`src/cms_pkg.sv`:
```
/*
 package of the charging mode selector: control codes, code field positions,
 reset value, timing counts and the mode and limit enumerations.
 assumes a single 40 MHz reference clock.
*/
package cms_pkg;

   // reference clock
   localparam int unsigned CLK_HZ = 40_000_000;

   // full-speed qualification time, seconds
   localparam int unsigned FS_QUAL_SEC = 11;
   localparam int unsigned FS_QUAL_CYCLES = FS_QUAL_SEC * CLK_HZ;

   // output discharge pulse on a mode change, milliseconds
   localparam int unsigned DISCH_MS = 100;
   localparam int unsigned DISCH_CYCLES = DISCH_MS * ((CLK_HZ + 999) / 1000);

   // four-bit code {a, b, c, limit select}
   localparam int unsigned CODE_W = 4;
   localparam int unsigned CODE_SEL_BIT = 0;
   localparam int unsigned CODE_CTRL_LSB = 1;
   localparam int unsigned CODE_CTRL_MSB = 3;
   localparam logic [3:0] CODE_RESET = 4'h0;
   localparam logic [3:0] CODE_PW_AUTO = 4'h3;
   localparam logic [3:0] CODE_NPW_AUTO = 4'h7;
   localparam logic [3:0] CODE_STD_TWO = 4'hE;
   localparam logic [3:0] CODE_CDP = 4'hF;

   // three-bit control field {a, b, c}
   localparam logic [2:0] CTRL_DISCH = 3'h0;
   localparam logic [2:0] CTRL_AUTO = 3'h1;
   localparam logic [2:0] CTRL_STD_ONE_W = 3'h2;
   localparam logic [2:0] CTRL_AUTO_W = 3'h3;
   localparam logic [2:0] CTRL_SHORTED = 3'h4;
   localparam logic [2:0] CTRL_DIVIDER = 3'h5;
   localparam logic [2:0] CTRL_STD_ONE = 3'h6;
   localparam logic [2:0] CTRL_STD_TWO = 3'h7;

   // synchronised pin vector positions
   localparam int unsigned PIN_W = 9;
   localparam int unsigned PIN_SEL = 0;
   localparam int unsigned PIN_C = 1;
   localparam int unsigned PIN_B = 2;
   localparam int unsigned PIN_A = 3;
   localparam int unsigned PIN_DP = 4;
   localparam int unsigned PIN_DM = 5;
   localparam int unsigned PIN_PW = 6;
   localparam int unsigned PIN_NPW = 7;
   localparam int unsigned PIN_BC = 8;

   typedef enum logic [2:0] {
      CMS_DISCHARGE,
      CMS_AUTO_DEDICATED,
      CMS_STD_ONE,
      CMS_SHORTED,
      CMS_DIVIDER,
      CMS_STD_TWO,
      CMS_CDP
   } cms_mode_t;

   typedef enum logic [1:0] {
      CMS_LIM_NONE,
      CMS_LIM_LOW,
      CMS_LIM_HIGH,
      CMS_LIM_PW
   } cms_limit_t;

endpackage

```
`src/cms_hid_detect.sv`:
```
/*
 attach recogniser for low- and full-speed human-interface devices on the
 data lines. assumes dp_high and dm_high are already synchronised to ref_clk.
*/
`timescale 1ns/1ps
`default_nettype none
module cms_hid_detect
   import cms_pkg::*;
#(
   parameter int unsigned QUAL_CYC = FS_QUAL_CYCLES
)
(
   // clock and reset
   input wire logic ref_clk,
   input wire logic resetn,
   // control
   input wire logic detect_en,
   // data line levels
   input wire logic dp_high,
   input wire logic dm_high,
   // results
   output logic hid_ok,
   output logic high_speed
);

   if (QUAL_CYC < 2)
   begin : g_bad_param
      $error("qualification count out of range");
   end

   typedef enum logic [2:0] {
      HD_IDLE,
      HD_LOW_SPEED,
      HD_FS_WAIT,
      HD_FULL_SPEED,
      HD_HIGH_SPEED
   } cms_hd_state_t;

   localparam logic [31:0] QUAL_LAST = 32'(QUAL_CYC - 1);

   cms_hd_state_t state_reg, state_next;
   logic [31:0] cnt_reg, cnt_next;
   wire qual_done = (cnt_reg == QUAL_LAST);
   wire lines_low = !dp_high && !dm_high;

   always_comb
   begin
      state_next = state_reg;
      case (state_reg)
         HD_IDLE:
            if (dm_high && !dp_high)
               state_next = HD_LOW_SPEED;
            else if (dp_high && !dm_high)
               state_next = HD_FS_WAIT;
         HD_LOW_SPEED:
            if (lines_low)
               state_next = HD_IDLE;
         HD_FS_WAIT:
            if (!dp_high)
               state_next = HD_HIGH_SPEED;
            else if (qual_done)
               state_next = HD_FULL_SPEED;
         HD_FULL_SPEED:
            if (lines_low)
               state_next = HD_IDLE;
         HD_HIGH_SPEED:
            state_next = HD_HIGH_SPEED;
         default:
            state_next = HD_IDLE;
      endcase
      if (!detect_en)
         state_next = HD_IDLE;
   end

   assign cnt_next = (state_next == HD_FS_WAIT && state_reg == HD_FS_WAIT) ?
                     cnt_reg + 32'h1 : 32'h0;

   always_ff @(posedge ref_clk or negedge resetn)
   begin
      if (!resetn)
      begin
         state_reg <= HD_IDLE;
         cnt_reg <= 32'h0;
         hid_ok <= 1'b0;
         high_speed <= 1'b0;
      end
      else
      begin
         state_reg <= state_next;
         cnt_reg <= cnt_next;
         hid_ok <= (state_next == HD_LOW_SPEED) || (state_next == HD_FULL_SPEED);
         high_speed <= (state_next == HD_HIGH_SPEED);
      end
   end

   property p_detect_gate;
      @(posedge ref_clk) disable iff (!resetn)
      !detect_en |=> !hid_ok && state_reg == HD_IDLE;
   endproperty
   a_detect_gate: assert property (p_detect_gate) else $error("detection outside port modes");

   property p_low_speed_now;
      @(posedge ref_clk) disable iff (!resetn)
      state_reg == HD_IDLE && detect_en && dm_high && !dp_high |=> hid_ok;
   endproperty
   a_low_speed_now: assert property (p_low_speed_now) else $error("low-speed not taken at once");

   property p_no_device;
      @(posedge ref_clk) disable iff (!resetn)
      state_reg == HD_IDLE && lines_low |=> !hid_ok && state_reg == HD_IDLE;
   endproperty
   a_no_device: assert property (p_no_device) else $error("idle lines seen as device");

   property p_fs_candidate;
      @(posedge ref_clk) disable iff (!resetn)
      state_reg == HD_IDLE && detect_en && dp_high && !dm_high
         |=> state_reg == HD_FS_WAIT ##1 !hid_ok;
   endproperty
   a_fs_candidate: assert property (p_fs_candidate) else $error("full-speed candidate missed");

   property p_hs_fall;
      @(posedge ref_clk) disable iff (!resetn)
      state_reg == HD_FS_WAIT && detect_en && !dp_high |=> high_speed && !hid_ok;
   endproperty
   a_hs_fall: assert property (p_hs_fall) else $error("D+ fall not marked high speed");

   property p_fs_time;
      @(posedge ref_clk) disable iff (!resetn)
      $rose(hid_ok) && $past(state_reg) == HD_FS_WAIT |-> $past(cnt_reg) == QUAL_LAST;
   endproperty
   a_fs_time: assert property (p_fs_time) else $error("full-speed qualified early");

endmodule
`default_nettype wire

```
`src/cms_mode_select.sv`:
```
/*
 charging mode selector: decodes the control pins into a charging mode,
 current limit, data switch, discharge and load status, with wake override.
 assumes all pins are asynchronous to ref_clk and resetn follows power-on.
*/
`timescale 1ns/1ps
`default_nettype none
module cms_mode_select
   import cms_pkg::*;
#(
   parameter int unsigned DISCH_CYC = DISCH_CYCLES,
   parameter int unsigned FS_QUAL_CYC = FS_QUAL_CYCLES
)
(
   // clock and reset
   input wire logic ref_clk,
   input wire logic resetn,
   // control pins
   input wire logic mode_ctrl_a,
   input wire logic mode_ctrl_b,
   input wire logic mode_ctrl_c,
   input wire logic limit_select,
   // data line level sense
   input wire logic dp_high,
   input wire logic dm_high,
   // load detect comparators
   input wire logic pw_load_present,
   input wire logic npw_load_present,
   input wire logic bc_primary_detect,
   // mode outputs
   output var cms_mode_t mode_out,
   output var cms_limit_t limit_out,
   output logic data_switch_en,
   output logic discharge_en,
   output logic load_detect_en,
   output logic load_status_n,
   // wake status
   output logic hid_wake_ok,
   output logic hid_high_speed
);

   if (DISCH_CYC < 1 || FS_QUAL_CYC < 2)
   begin : g_bad_param
      $error("cycle counts out of range");
   end

   localparam logic [31:0] DISCH_LOAD = 32'(DISCH_CYC);

   // pin synchronisers
   logic [PIN_W-1:0] sync1_reg, sync2_reg;
   wire [PIN_W-1:0] pins_raw = {bc_primary_detect, npw_load_present,
                                pw_load_present, dm_high, dp_high,
                                mode_ctrl_a, mode_ctrl_b, mode_ctrl_c,
                                limit_select};

   always_ff @(posedge ref_clk or negedge resetn)
   begin
      if (!resetn)
      begin
         sync1_reg <= '0;
         sync2_reg <= '0;
      end
      else
      begin
         sync1_reg <= pins_raw;
         sync2_reg <= sync1_reg;
      end
   end

   wire dp_s = sync2_reg[PIN_DP];
   wire dm_s = sync2_reg[PIN_DM];
   wire pw_s = sync2_reg[PIN_PW];
   wire npw_s = sync2_reg[PIN_NPW];
   wire bc_s = sync2_reg[PIN_BC];

   // commanded code from the pins alone
   wire [CODE_W-1:0] pin_code = sync2_reg[PIN_A:PIN_SEL];

   // held code with wake override
   logic [CODE_W-1:0] code_reg;
   logic [CODE_W-1:0] code_next;
   logic hid_ok;

   wire [2:0] held_ctrl = code_reg[CODE_CTRL_MSB:CODE_CTRL_LSB];
   wire [2:0] new_ctrl = pin_code[CODE_CTRL_MSB:CODE_CTRL_LSB];
   wire held_sel = code_reg[CODE_SEL_BIT];

   wire held_port = (held_ctrl == CTRL_STD_TWO) ||
                    (held_ctrl == CTRL_STD_ONE) ||
                    (held_ctrl == CTRL_STD_ONE_W);

   wire wake_hold = hid_ok && held_port && (new_ctrl == CTRL_AUTO_W);

   assign code_next = wake_hold ? code_reg : pin_code;

   // discharge on a mode change, except between 1111 and 1110
   wire code_change = (code_next != code_reg);
   wire cdp_pair = ((code_reg == CODE_CDP) && (code_next == CODE_STD_TWO)) ||
                   ((code_reg == CODE_STD_TWO) && (code_next == CODE_CDP));
   wire disch_start = code_change && !cdp_pair;

   logic [31:0] disch_cnt_reg;
   logic [31:0] disch_cnt_next;
   wire disch_busy = (disch_cnt_reg != 32'h0);

   assign disch_cnt_next = disch_start ? DISCH_LOAD :
                           disch_busy ? disch_cnt_reg - 32'h1 : 32'h0;

   always_ff @(posedge ref_clk or negedge resetn)
   begin
      if (!resetn)
      begin
         code_reg <= CODE_RESET;
         disch_cnt_reg <= 32'h0;
      end
      else
      begin
         code_reg <= code_next;
         disch_cnt_reg <= disch_cnt_next;
      end
   end

   // attach recogniser runs only in port modes
   cms_hid_detect #(
      .QUAL_CYC(FS_QUAL_CYC)
   ) u_hid (
      .ref_clk(ref_clk),
      .resetn(resetn),
      .detect_en(held_port),
      .dp_high(dp_s),
      .dm_high(dm_s),
      .hid_ok(hid_ok),
      .high_speed(hid_high_speed)
   );

   assign hid_wake_ok = hid_ok;

   // mode and limit decode
   cms_mode_t mode_dec;
   cms_limit_t limit_dec;
   wire cms_limit_t sel_limit = held_sel ? CMS_LIM_HIGH : CMS_LIM_LOW;

   always_comb
   begin
      mode_dec = CMS_DISCHARGE;
      limit_dec = CMS_LIM_NONE;
      case (held_ctrl)
         CTRL_DISCH:
         begin
            mode_dec = CMS_DISCHARGE;
            limit_dec = CMS_LIM_NONE;
         end
         CTRL_AUTO:
         begin
            mode_dec = CMS_AUTO_DEDICATED;
            if (held_sel && !pw_s)
               limit_dec = CMS_LIM_PW;
            else
               limit_dec = CMS_LIM_HIGH;
         end
         CTRL_AUTO_W:
         begin
            mode_dec = CMS_AUTO_DEDICATED;
            limit_dec = CMS_LIM_HIGH;
         end
         CTRL_STD_ONE_W, CTRL_STD_ONE:
         begin
            mode_dec = CMS_STD_ONE;
            limit_dec = sel_limit;
         end
         CTRL_SHORTED:
         begin
            mode_dec = CMS_SHORTED;
            limit_dec = sel_limit;
         end
         CTRL_DIVIDER:
         begin
            mode_dec = CMS_DIVIDER;
            limit_dec = sel_limit;
         end
         CTRL_STD_TWO:
         begin
            mode_dec = held_sel ? CMS_CDP : CMS_STD_TWO;
            limit_dec = sel_limit;
         end
         default:
         begin
            mode_dec = CMS_DISCHARGE;
            limit_dec = CMS_LIM_NONE;
         end
      endcase
   end

   // discharge, switch and load status decode
   wire disch_now = (held_ctrl == CTRL_DISCH) || disch_busy;
   wire cms_limit_t limit_now = disch_now ? CMS_LIM_NONE : limit_dec;
   wire switch_now = held_port && !disch_now;
   wire detect_now = (code_reg == CODE_PW_AUTO) ||
                     (code_reg == CODE_NPW_AUTO) ||
                     (code_reg == CODE_CDP);
   wire load_seen = ((code_reg == CODE_PW_AUTO) && pw_s) ||
                    ((code_reg == CODE_NPW_AUTO) && npw_s) ||
                    ((code_reg == CODE_CDP) && (npw_s || bc_s));
   wire status_n_now = !load_seen;

   always_ff @(posedge ref_clk or negedge resetn)
   begin
      if (!resetn)
      begin
         mode_out <= CMS_DISCHARGE;
         limit_out <= CMS_LIM_NONE;
         data_switch_en <= 1'b0;
         discharge_en <= 1'b1;
         load_detect_en <= 1'b0;
         load_status_n <= 1'b1;
      end
      else
      begin
         mode_out <= mode_dec;
         limit_out <= limit_now;
         data_switch_en <= switch_now;
         discharge_en <= disch_now;
         load_detect_en <= detect_now;
         load_status_n <= status_n_now;
      end
   end

   property p_follow;
      @(posedge ref_clk) disable iff (!resetn)
      !wake_hold |=> code_reg == $past(pin_code);
   endproperty
   a_follow: assert property (p_follow) else $error("commanded code not taken");

   property p_wake_hold;
      @(posedge ref_clk) disable iff (!resetn)
      hid_ok && held_port && new_ctrl == CTRL_AUTO_W
         |=> code_reg == $past(code_reg) ##1 data_switch_en == !$past(disch_busy);
   endproperty
   a_wake_hold: assert property (p_wake_hold) else $error("wake override lost");

   property p_cdp_pair;
      @(posedge ref_clk) disable iff (!resetn)
      cdp_pair && !disch_busy |=> !disch_busy ##1 !discharge_en;
   endproperty
   a_cdp_pair: assert property (p_cdp_pair) else $error("discharge between 1111 and 1110");

   property p_disch_pulse;
      @(posedge ref_clk) disable iff (!resetn)
      disch_start |=> disch_busy ##1 discharge_en && !data_switch_en;
   endproperty
   a_disch_pulse: assert property (p_disch_pulse) else $error("mode change without discharge");

   property p_cdp_mode;
      @(posedge ref_clk) disable iff (!resetn)
      code_reg == CODE_CDP && !disch_busy |=>
         data_switch_en && limit_out == CMS_LIM_HIGH && load_detect_en;
   endproperty
   a_cdp_mode: assert property (p_cdp_mode) else $error("charging port setup wrong");

   property p_cdp_status;
      @(posedge ref_clk) disable iff (!resetn)
      code_reg == CODE_CDP && (bc_s || npw_s) |=> !load_status_n;
   endproperty
   a_cdp_status: assert property (p_cdp_status) else $error("charging port status missed");

   property p_auto_load;
      @(posedge ref_clk) disable iff (!resetn)
      code_reg == CODE_PW_AUTO && pw_s |=>
         !load_status_n && !data_switch_en && limit_out != CMS_LIM_PW;
   endproperty
   a_auto_load: assert property (p_auto_load) else $error("auto load status wrong");

   property p_pw_limit;
      @(posedge ref_clk) disable iff (!resetn)
      code_reg == CODE_PW_AUTO && !pw_s && !disch_busy |=> limit_out == CMS_LIM_PW;
   endproperty
   a_pw_limit: assert property (p_pw_limit) else $error("power-wake limit not applied");

   property p_std_limit;
      @(posedge ref_clk) disable iff (!resetn)
      mode_dec == CMS_STD_ONE && !disch_busy |=>
         limit_out == ($past(held_sel) ? CMS_LIM_HIGH : CMS_LIM_LOW) && data_switch_en;
   endproperty
   a_std_limit: assert property (p_std_limit) else $error("standard port limit wrong");

   property p_forced;
      @(posedge ref_clk) disable iff (!resetn)
      held_ctrl == CTRL_SHORTED |=> mode_out == CMS_SHORTED && load_status_n && !data_switch_en;
   endproperty
   a_forced: assert property (p_forced) else $error("forced shorted mode wrong");

   property p_divider;
      @(posedge ref_clk) disable iff (!resetn)
      held_ctrl == CTRL_DIVIDER |=> mode_out == CMS_DIVIDER && load_status_n && !data_switch_en;
   endproperty
   a_divider: assert property (p_divider) else $error("forced divider mode wrong");

   property p_discharge;
      @(posedge ref_clk) disable iff (!resetn)
      held_ctrl == CTRL_DISCH |=> discharge_en && !data_switch_en && load_status_n;
   endproperty
   a_discharge: assert property (p_discharge) else $error("discharge mode wrong");

   property p_no_detect;
      @(posedge ref_clk) disable iff (!resetn)
      !detect_now |=> load_status_n && !load_detect_en;
   endproperty
   a_no_detect: assert property (p_no_detect) else $error("status low without detection");

   property p_npw_status;
      @(posedge ref_clk) disable iff (!resetn)
      code_reg == CODE_NPW_AUTO && npw_s |=>
         !load_status_n && load_detect_en && !data_switch_en;
   endproperty
   a_npw_status: assert property (p_npw_status) else $error("auto status wrong on 0111");

   property p_auto_open;
      @(posedge ref_clk) disable iff (!resetn)
      held_ctrl == CTRL_AUTO_W && !disch_busy |=>
         mode_out == CMS_AUTO_DEDICATED && limit_out == CMS_LIM_HIGH && !data_switch_en;
   endproperty
   a_auto_open: assert property (p_auto_open) else $error("commanded auto mode not set");

endmodule
`default_nettype wire

```
`config.mk`:
```
export PLATFORM = sky130hd
export DESIGN_NAME = cms_mode_select
export DESIGN_NICKNAME = d
export VERILOG_FILES = /design/src/cms_pkg.sv /design/src/cms_hid_detect.sv /design/src/cms_mode_select.sv
export SDC_FILE = /design/constraint.sdc
export NUM_CORES = 1
export LEC_CHECK = 0
export BUFFER_PORTS_ARGS = -buffer_cell sky130_fd_sc_hd__buf_2
export CORE_MARGIN = 2
export CORE_UTILIZATION = 45
export CTS_CLUSTER_SIZE = 16
export DETAILED_ROUTE_END_ITERATION = 7
export SLEW_MARGIN = 15
export SYNTH_ARGS = -nofsm -noshare
export SYNTH_HDL_FRONTEND = slang
export SYNTH_SLANG_ARGS = --single-unit
export TNS_END_PERCENT = 30
```
`constraint.sdc`:
```
create_clock -name ref_clk -period 4.1 [get_ports ref_clk]
set_clock_uncertainty 0.2 [all_clocks]
set_input_delay 0.82 -clock ref_clk [delete_from_list [all_inputs] [get_ports ref_clk]]
set_output_delay 0.82 -clock ref_clk [all_outputs]
set_load 0.005 [all_outputs]
```
Word-level counts from Yosys, hierarchy flattened:

Index checks and enable logic that the tools add are counted.

* $add $sub $neg: 2
* equal/unequal tests: 24
* mux-type cells: 17
* reductions and logical operators: 37

Operators with widths (count)
* $mux 32: 3
* $add 32x1->32 const B: 1
* $eq 32x29->1 const B: 1
* $reduce_bool 32->1: 1
* $sub 32x1->32 const B: 1
* $eq 3x2->1 const B: 7
* $eq 3x3->1 const B: 6
* $mux 3: 6
* $pmux 3 s6: 1
* $eq 4x4->1 const B: 4
* $logic_and 1x1->1: 14
* $pmux 3 s4: 1
* $logic_or 1x1->1: 10
* $eq 3x1->1 const B: 3
* $pmux 2 s4: 1
* $logic_not 1->1: 6
* $logic_not 3->1: 2
* $mux 2: 3
* $reduce_or 2->1: 3
* $reduce_or 5->1: 1
* $eq 4x2->1 const B: 1
* $eq 4x3->1 const B: 1
* $mux 4: 1
* $ne 4x4->1: 1
* $mux 1: 1

* bits in registers: 100
* input bits: 11
* output and inout bits: 11

Logic depth before layout (Yosys ltp):

Gate-level depths: netlist of run 1.

* depth in word-level cells: 12
* depth in mapped cells: 8

Modules after synthesis:

Synthesis of run 1 repeated with hierarchy kept, for this count alone.

* cell total of the unflattened synthesis: 443
* area total of the unflattened synthesis: 4606.9 um^2

Modules (own cells, without submodules)
* cms_mode_select: instances 1, cells an instance 237, area each 2691.3 um^2, seq. area each 1579.0 um^2
* cms_hid_detect: instances 1, cells an instance 206, area each 1915.6 um^2, seq. area each 925.9 um^2

Worst setup path before layout of run 1:

OpenSTA, ideal clock, no wires.

* kind: register to register
* from: register disch_cnt_reg[12]
* to: register disch_cnt_reg[31]
* setup time: 0.087 ns
* arrival: 2.097 ns
* setup slack: 1.716 ns
* stages on the path, launching flop included: 6
* path buffers: 0
* period minus slack after synthesis: 2.384 ns
* cell sequence: dfrtp_1 or4_4 nand2b_4 or2_4 or4_4 a211oi_2

* longest elaborated chain between the ends: 3
* elaborated cells between the ends (all ways): 4
* those cells by class: 1 x add/sub; 2 x mux; 1 x reduce/logical

Ends and longest elaborated chain
* from (decl): line cms_mode_select.sv:102 `logic [31:0] disch_cnt_reg;`
* from (signal assigned): line cms_mode_select.sv:119 `disch_cnt_reg <= disch_cnt_next;`
* $sub 32x1->32 / $reduce_bool 32->1 (equally long branches): line cms_mode_select.sv:107, cms_mode_select.sv:104
* $mux 32 *: line cms_mode_select.sv:107 `disch_busy ? disch_cnt_reg - 32'h1 : 32'h0;`
* $mux 32 *: line cms_mode_select.sv:106 `assign disch_cnt_next = disch_start ? DISCH_LOAD :`
* via disch_cnt_next[31]: line cms_mode_select.sv:103 `logic [31:0] disch_cnt_next;`

Mark *: on every way through the listed nets, which the timed path passes. The rest lies on a longest branch.

Worst setup path after layout of run 1:

* from: register disch_cnt_reg[12]
* to: register disch_cnt_reg[14]

The elaborated chain is that of the path after synthesis.

==> results of run 1 <==
## metal layers
| layer | global-route usage, % | part of all wire [%] | wire (um) |
|---|---|---|---|
| met5 | 0 | 0 | 0 |
| met4 | 5.31 | 1.3 | 107 |
| met3 | 3.95 | 3.0 | 245 |
| met2 | 26.3 | 48 | 3900 |
| met1 | 21.7 | 48 | 3920 |
## logic make-up (layout without fill, tap and decap cells)
logic type                 count (synthesis)  in the layout  share of synthesized area (%)
and+or+nand+nor                          197            197                           24.1
buffers and inverters                     29             54                           2.59
AOI/OAI and AO/OA                         43             43                           6.20
adders and majority gates                  3              3                          0.834
DFF                                      100            100                           55.7
muxes                                      1              1                          0.250
xor gates and xnor gates                  53             53                           10.3
## layout make-up
cell class,count,area (um^2)
clock buffer,9,124
clock inverter,7,80.1
fill,911,4780
inverter,11,41.3
multi-input combinational,297,1880
sequential,100,2500
tap,133,166
timing repair buffer,27,153
## through the flow
stage | instances | cell area (um^2) | total power (uW) | hold WS [ps] | util (%)
floorplan | 426 | 4500 | 1110 | 131 | -
global placement | 568 | 4740 | 1160 | 132 | 48.8
detailed placement | 568 | 4740 | 1160 | 135 | 48.8
CTS | 584 | 4950 | 1790 | 160 | 50.8
global route | 584 | 4950 | 1850 | 180 | 50.9
finish | 584 | 4950 | 1760 | 158 | 50.9
## placed cells by master (no fill, tap or decap), types with 10 or more instances in the layout
master / netlist / final
dfrtp_1: 98 / 98
nor2_1: 47 / 47
nor3_1: 41 / 41
xor2_1: 30 / 30
xnor2_1: 23 / 23
nand3_1: 22 / 22
buf_2: 6 / 20
nand2_1: 14 / 14
nor4_1: 13 / 13
nand4_1: 12 / 12
or3_1: 12 / 12
inv_1: 11 / 11
o21ai_0: 11 / 11
a21oi_1: 10 / 10
## final timing paths
kind / from / endpoint / slack [ps] / depth (start not counted)
hold reg to reg: sync1_reg[6] / sync2_reg[6] / 160 / 0
setup / recovery: disch_cnt_reg[12] / disch_cnt_reg[14] / 1310 / 6
min in group asynchronous: resetn / disch_cnt_reg[3] / 230 / 1
hold / removal: sync1_reg[6] / sync2_reg[6] / 160 / 0
max in group asynchronous: resetn / discharge_en / 2650 / 2
setup reg to reg: disch_cnt_reg[12] / disch_cnt_reg[14] / 1310 / 6
## power groups by stage
stage	sequential, uW	clock (uW)	combinational (uW)
3_3_place_gp	1050	0	110
2_1_floorplan	1040	0	72.2
4_1_cts	1030	653	112
6_report	1030	624	110
5_1_grt	1030	689	127
3_5_place_dp	1050	0	110
## worst max-delay path, stage by stage (launching register included)
cell and delay (ps):
dfrtp_1 430, or4_4 580, nand2b_4 220, or2_4 310, nor3_4 530, buf_4 300
nor3_1 80
==> flow_summary.toml, run 1 <==
[outcome]
outcome = "complete, no violations"

[synth]
synth.top_cell.area_share_pct = 54.5
ys_types = 46
synth-seq-cells = 100
syn_area_per_cell_um2 = 10.6
yosysSeqAreaShare_pct = 55.7
yosys.area.top_type = "dfrtp_1"
postSynthCellCount = 426
ys_top_cells_by_count = "dfrtp_1 (98), nor2_1 (47), nor3_1 (41)"
ys_async_sr_fraction_pct = 100
ys.flop_type = "dfrtp_1"
ys.warnings.count = 0
syn_area_um2 = 4500
ys_top_cells_by_area = "dfrtp_1 (55%), xor2_1 (5.8%), nor3_1 (4.6%)"
synth_most_common_cell = "dfrtp_1"
synth_edf_count = 0
synth_nets = 440

[routing]
drt-total-wl_mm = 8.17
viasPerCell = 5.36
wire_per_inst_um = 14.0
vias = 3131
drc = 0
drtPass1Iterations = 5
drtAntennaViolNets = 0
drt_iter0_drc = 199

[sta]
setup_slack_ps = 1310
rsz0062_at_grt = "no"
setup_tns_ps = 0
hold_viol = 0
worst_pin_slew_ps = 660
fin_crit_ps = 2790
drv_slew = 0
max-slew-margin-rel_pct = 55.6
period_share_pct = 68.1
setup_violations = 0
max_freq_mhz = 358

[clock_tree]
h-tree-depth = 3
cts.path.max_buffers = 2
hold_buffers = 0
cts_tree = "built"
cts.sinks = 100
cts_resized = 0
clock_latency_ps = 380
cts-root-buf = "clkbuf_8"
cts_buffers = 9
cts_setup_buffers = 0
clkSlewWorstSetupHoldPaths_ps = 110

[grt]
grt_use_total_pct = 16.3
grt_pass1_wl_mm = 14.3
antenna_found_initial = 0
grt-ovfl-total = 0
grt_pass1_vias = 3049
grt_max_degree = 46

[die]
die_height_um = 104
core_um2 = 9730
pin_count = 22
initial_core_util_pct = 46.2
die_area_um2 = 10800
rows = 36
dieWidth_um = 104

[pwr]
p_switching_uw = 471
power_frac_comb_pct = 6.2
ir_drop_mv = 0.296
seqPwrFrac_pct = 58.4
p_sw_share_pct = 26.7
p_int_uw = 1290
power_leakage_uw = 0.00201
powerDensity_nw_per_um2 = 356
p_clk_share_pct = 35.4

[placement]
port_buffers = 21
dpl_worst_slack_ps = 1290
gp_congestion = 0.807
hpwl_mm = 5.44

[critical_path]
crit_type = "flop to flop"
crit_arrival_ps = 2830
critical_path.startpoint_type = "flop"
worstSetupEndpointType = "flop"
crit_fanout = 15
required_ps = 4140

[min_path]
hp-class = "flop to flop"

[finish]
syn_to_final_growth_pct = 9.98
diodes = 0
layout-drive-gt1-share_pct = 13.1
final_nets = 460

[flow_run]
maxCapViolCount = 0
No activity file was read; power rests on OpenSTA's default activity.
==> inputs of run 2 (changes only) <==
- ABC_AREA: default -> 1
- clock period: 4.1 -> 2.6 ns (I/O delays scaled with it)
==> run 2 against run 1 <==
Compared with the run above:
- register-to-register slack got worse by 1000 ps
- clock-buffer cell count unchanged
- sequential cell count stayed put
- largest cell class unchanged
==> flow_summary.toml, run 2 <==
[outcome]
outcome = "complete, no violations"

[critical_path]
crit_type = "flop to flop"
crit_fanout = 8
critPathMaxStageDelay_ps = 450
crit_slowest_cell = "nor2_1"
reg2reg_depth = 9
required_ps = 2630
worstSetupEndpointType = "flop"
worst-path-buf-inv = 1
critical_path.startpoint_type = "flop"
cp_top_family = "simple AND/OR/NAND/NOR gates"
cp.depth = 9
crit_arrival_ps = 2360
path_cells = "inv_1, ha_1, nand2_1, nor2_1, nand2_1, nor2_1, nand3_1, nand3_1, a21oi_1"

[clock_tree]
clock_latency_ps = 360
cts.sinks = 100
cts-root-buf = "clkbuf_16"
cts_tree = "built"
cts_setup_buffers = 0
cts.path.max_buffers = 2
cts_buffers = 9
clkSlewWorstSetupHoldPaths_ps = 80
cts_resized = 0
hold_buffers = 1
h-tree-depth = 3

[sta]
setup_tns_ps = 0
max_freq_mhz = 429
hold_viol = 0
setup_violations = 0
fin_crit_ps = 2330
holdWs_ps = 59.7
rsz0062_at_grt = "no"
period_share_pct = 89.7
drv_slew = 0
worst_pin_slew_ps = 517
max-slew-margin-rel_pct = 65.4

[finish]
fin_util_pct = 51.4
seq_area_um2 = 2500
diodes = 0
multi_input_area_um2 = 2420
layout-drive-gt1-share_pct = 8.59
final_nets = 754
final_cell_mix = "nand2_1 (168), nor2_1 (149), dfrtp_1 (98), inv_1 (77), nand3_1 (53)"
layout_commonest_cell = "nand2_1"
syn_to_final_growth_pct = 11.0
num-fill-cells = 1086

[routing]
drt-total-wl_mm = 12.0
drtPass1Iterations = 5
drc = 0
vias = 4563
viasPerCell = 5.14
wire_per_inst_um = 13.5
drt_iter0_drc = 225
drtAntennaViolNets = 0

[die]
core_um2 = 11500
die_height_um = 113
rows = 39
dieWidth_um = 113
initial_core_util_pct = 46.3
die_area_um2 = 12700
pin_count = 22

[synth]
ys_async_sr_fraction_pct = 100
ys_top_cells_by_area = "dfrtp_1 (46%), nand2_1 (12%), nor2_1 (11%)"
ys.warnings.count = 0
synth_edf_count = 0
ys_types = 31
synth_nets = 725
synth_most_common_cell = "nand2_1"
syn_area_per_cell_um2 = 7.46
postSynthCellCount = 711
yosys.area.top_type = "dfrtp_1"
syn_area_um2 = 5310
ys.flop_type = "dfrtp_1"
synth-seq-cells = 100
ys_top_cells_by_count = "nand2_1 (168), nor2_1 (149), dfrtp_1 (98)"
synth.top_cell.area_share_pct = 46.2
yosysSeqAreaShare_pct = 47.2

[grt]
use_met2_pct = 33.9
met1_usage_pct = 26.0
grt-ovfl-total = 0
grt_use_total_pct = 20.6
antenna_found_initial = 0
grt.busiest_layer = "met2"
grt_max_degree = 55
grt_pass1_wl_mm = 21.0
grt_pass1_vias = 4576
met3_usage_pct = 4.97

[placement]
port_buffers = 21
gp_congestion = 0.941
hpwl_mm = 8.97

[pwr]
powerDensity_nw_per_um2 = 559
power_leakage_uw = 0.00259
ir_drop_mv = 0.562

[min_path]
hp-class = "primary input to flop"
hold_depth = 1

[flow_run]
maxCapViolCount = 0
-- run 2: cell count changes after synthesis, sizes merged, moves of 18 or more --
cell | before | now
inv | 11 | 79
a21oi | 10 | 43
nor2 | 47 | 150
xor2 | 30 | 12
nand2 | 14 | 174
nand3 | 22 | 54
-- run 2: final timing paths --
path	to	slack, ps	startpoint
worst max-delay path	disch_cnt_reg[28]	270	disch_cnt_reg[0]
worst min-delay path	sync1_reg[8]	60	bc_primary_detect
worst max register to register	disch_cnt_reg[28]	270	disch_cnt_reg[0]
worst min register to register	sync2_reg[4]	150	sync1_reg[4]
max in group asynchronous	u_hid.cnt_reg[30]	1190	resetn
min in group asynchronous	code_reg[2]	330	resetn
-- run 2: layout make-up --
class                      count  area share (%)
sequential                   100            42.5
clock buffer                   9            3.82
timing repair buffer          28            2.97
multi-input combinational    522            41.1
clock inverter                 7            1.49
tap                          143            3.04
inverter                      79            5.03
-- run 2: worst reg2reg max path, cell delays in order (launching register included) --
cell,delay [ps]
dfrtp_1,360
inv_1,110
ha_1,260
nand2_1,150
nor2_1,450
nand2_1,210
nor2_1,240
nand3_1,100
nand3_1,70
a21oi_1,50
-- run 2: per-stage QoR --
stage | cells | power [uW] | instance area (um^2) | setup WS [ps]
after floorplan | 711 | 1810 | 5310 | 754
after global placement | 871 | 1900 | 5570 | 342
after detailed placement | 871 | 1910 | 5570 | 291
after CTS | 888 | 3330 | 5890 | 272
after global routing | 888 | 3450 | 5890 | 43.9
final | 888 | 3290 | 5890 | 268
-- run 2: layer usage --
| metal | wire length (um) | vias up |
|---|---|---|
| met3 | 432 | 25 |
| met2 | 5760 | 89 |
| li1 | - | 2320 |
| met4 | 306 | 0 |
| met5 | 0 | - |
| met1 | 5520 | 2129 |
-- run 2: logic make-up (layout without fill, tap and decap cells) --
kind of cell / after synthesis / count (layout) / share of synthesized area (%)
AND/OR/NAND/NOR: 428 / 428 / 34.1
flip-flops: 100 / 100 / 47.2
buffers and inverters: 89 / 123 / 7.17
AO/OA/AOI/OAI: 70 / 70 / 7.36
XOR/XNOR: 21 / 21 / 3.47
adder cells (fa/ha/maj): 3 / 3 / 0.707
-- run 2: report_power, final --
| group | internal (uW) | switching [uW] |
|---|---|---|
| Combinational | 79.7 | 179 |
| Sequential | 1590 | 26.9 |
| Clock | 772 | 643 |
| Total | 2440 | 849 |
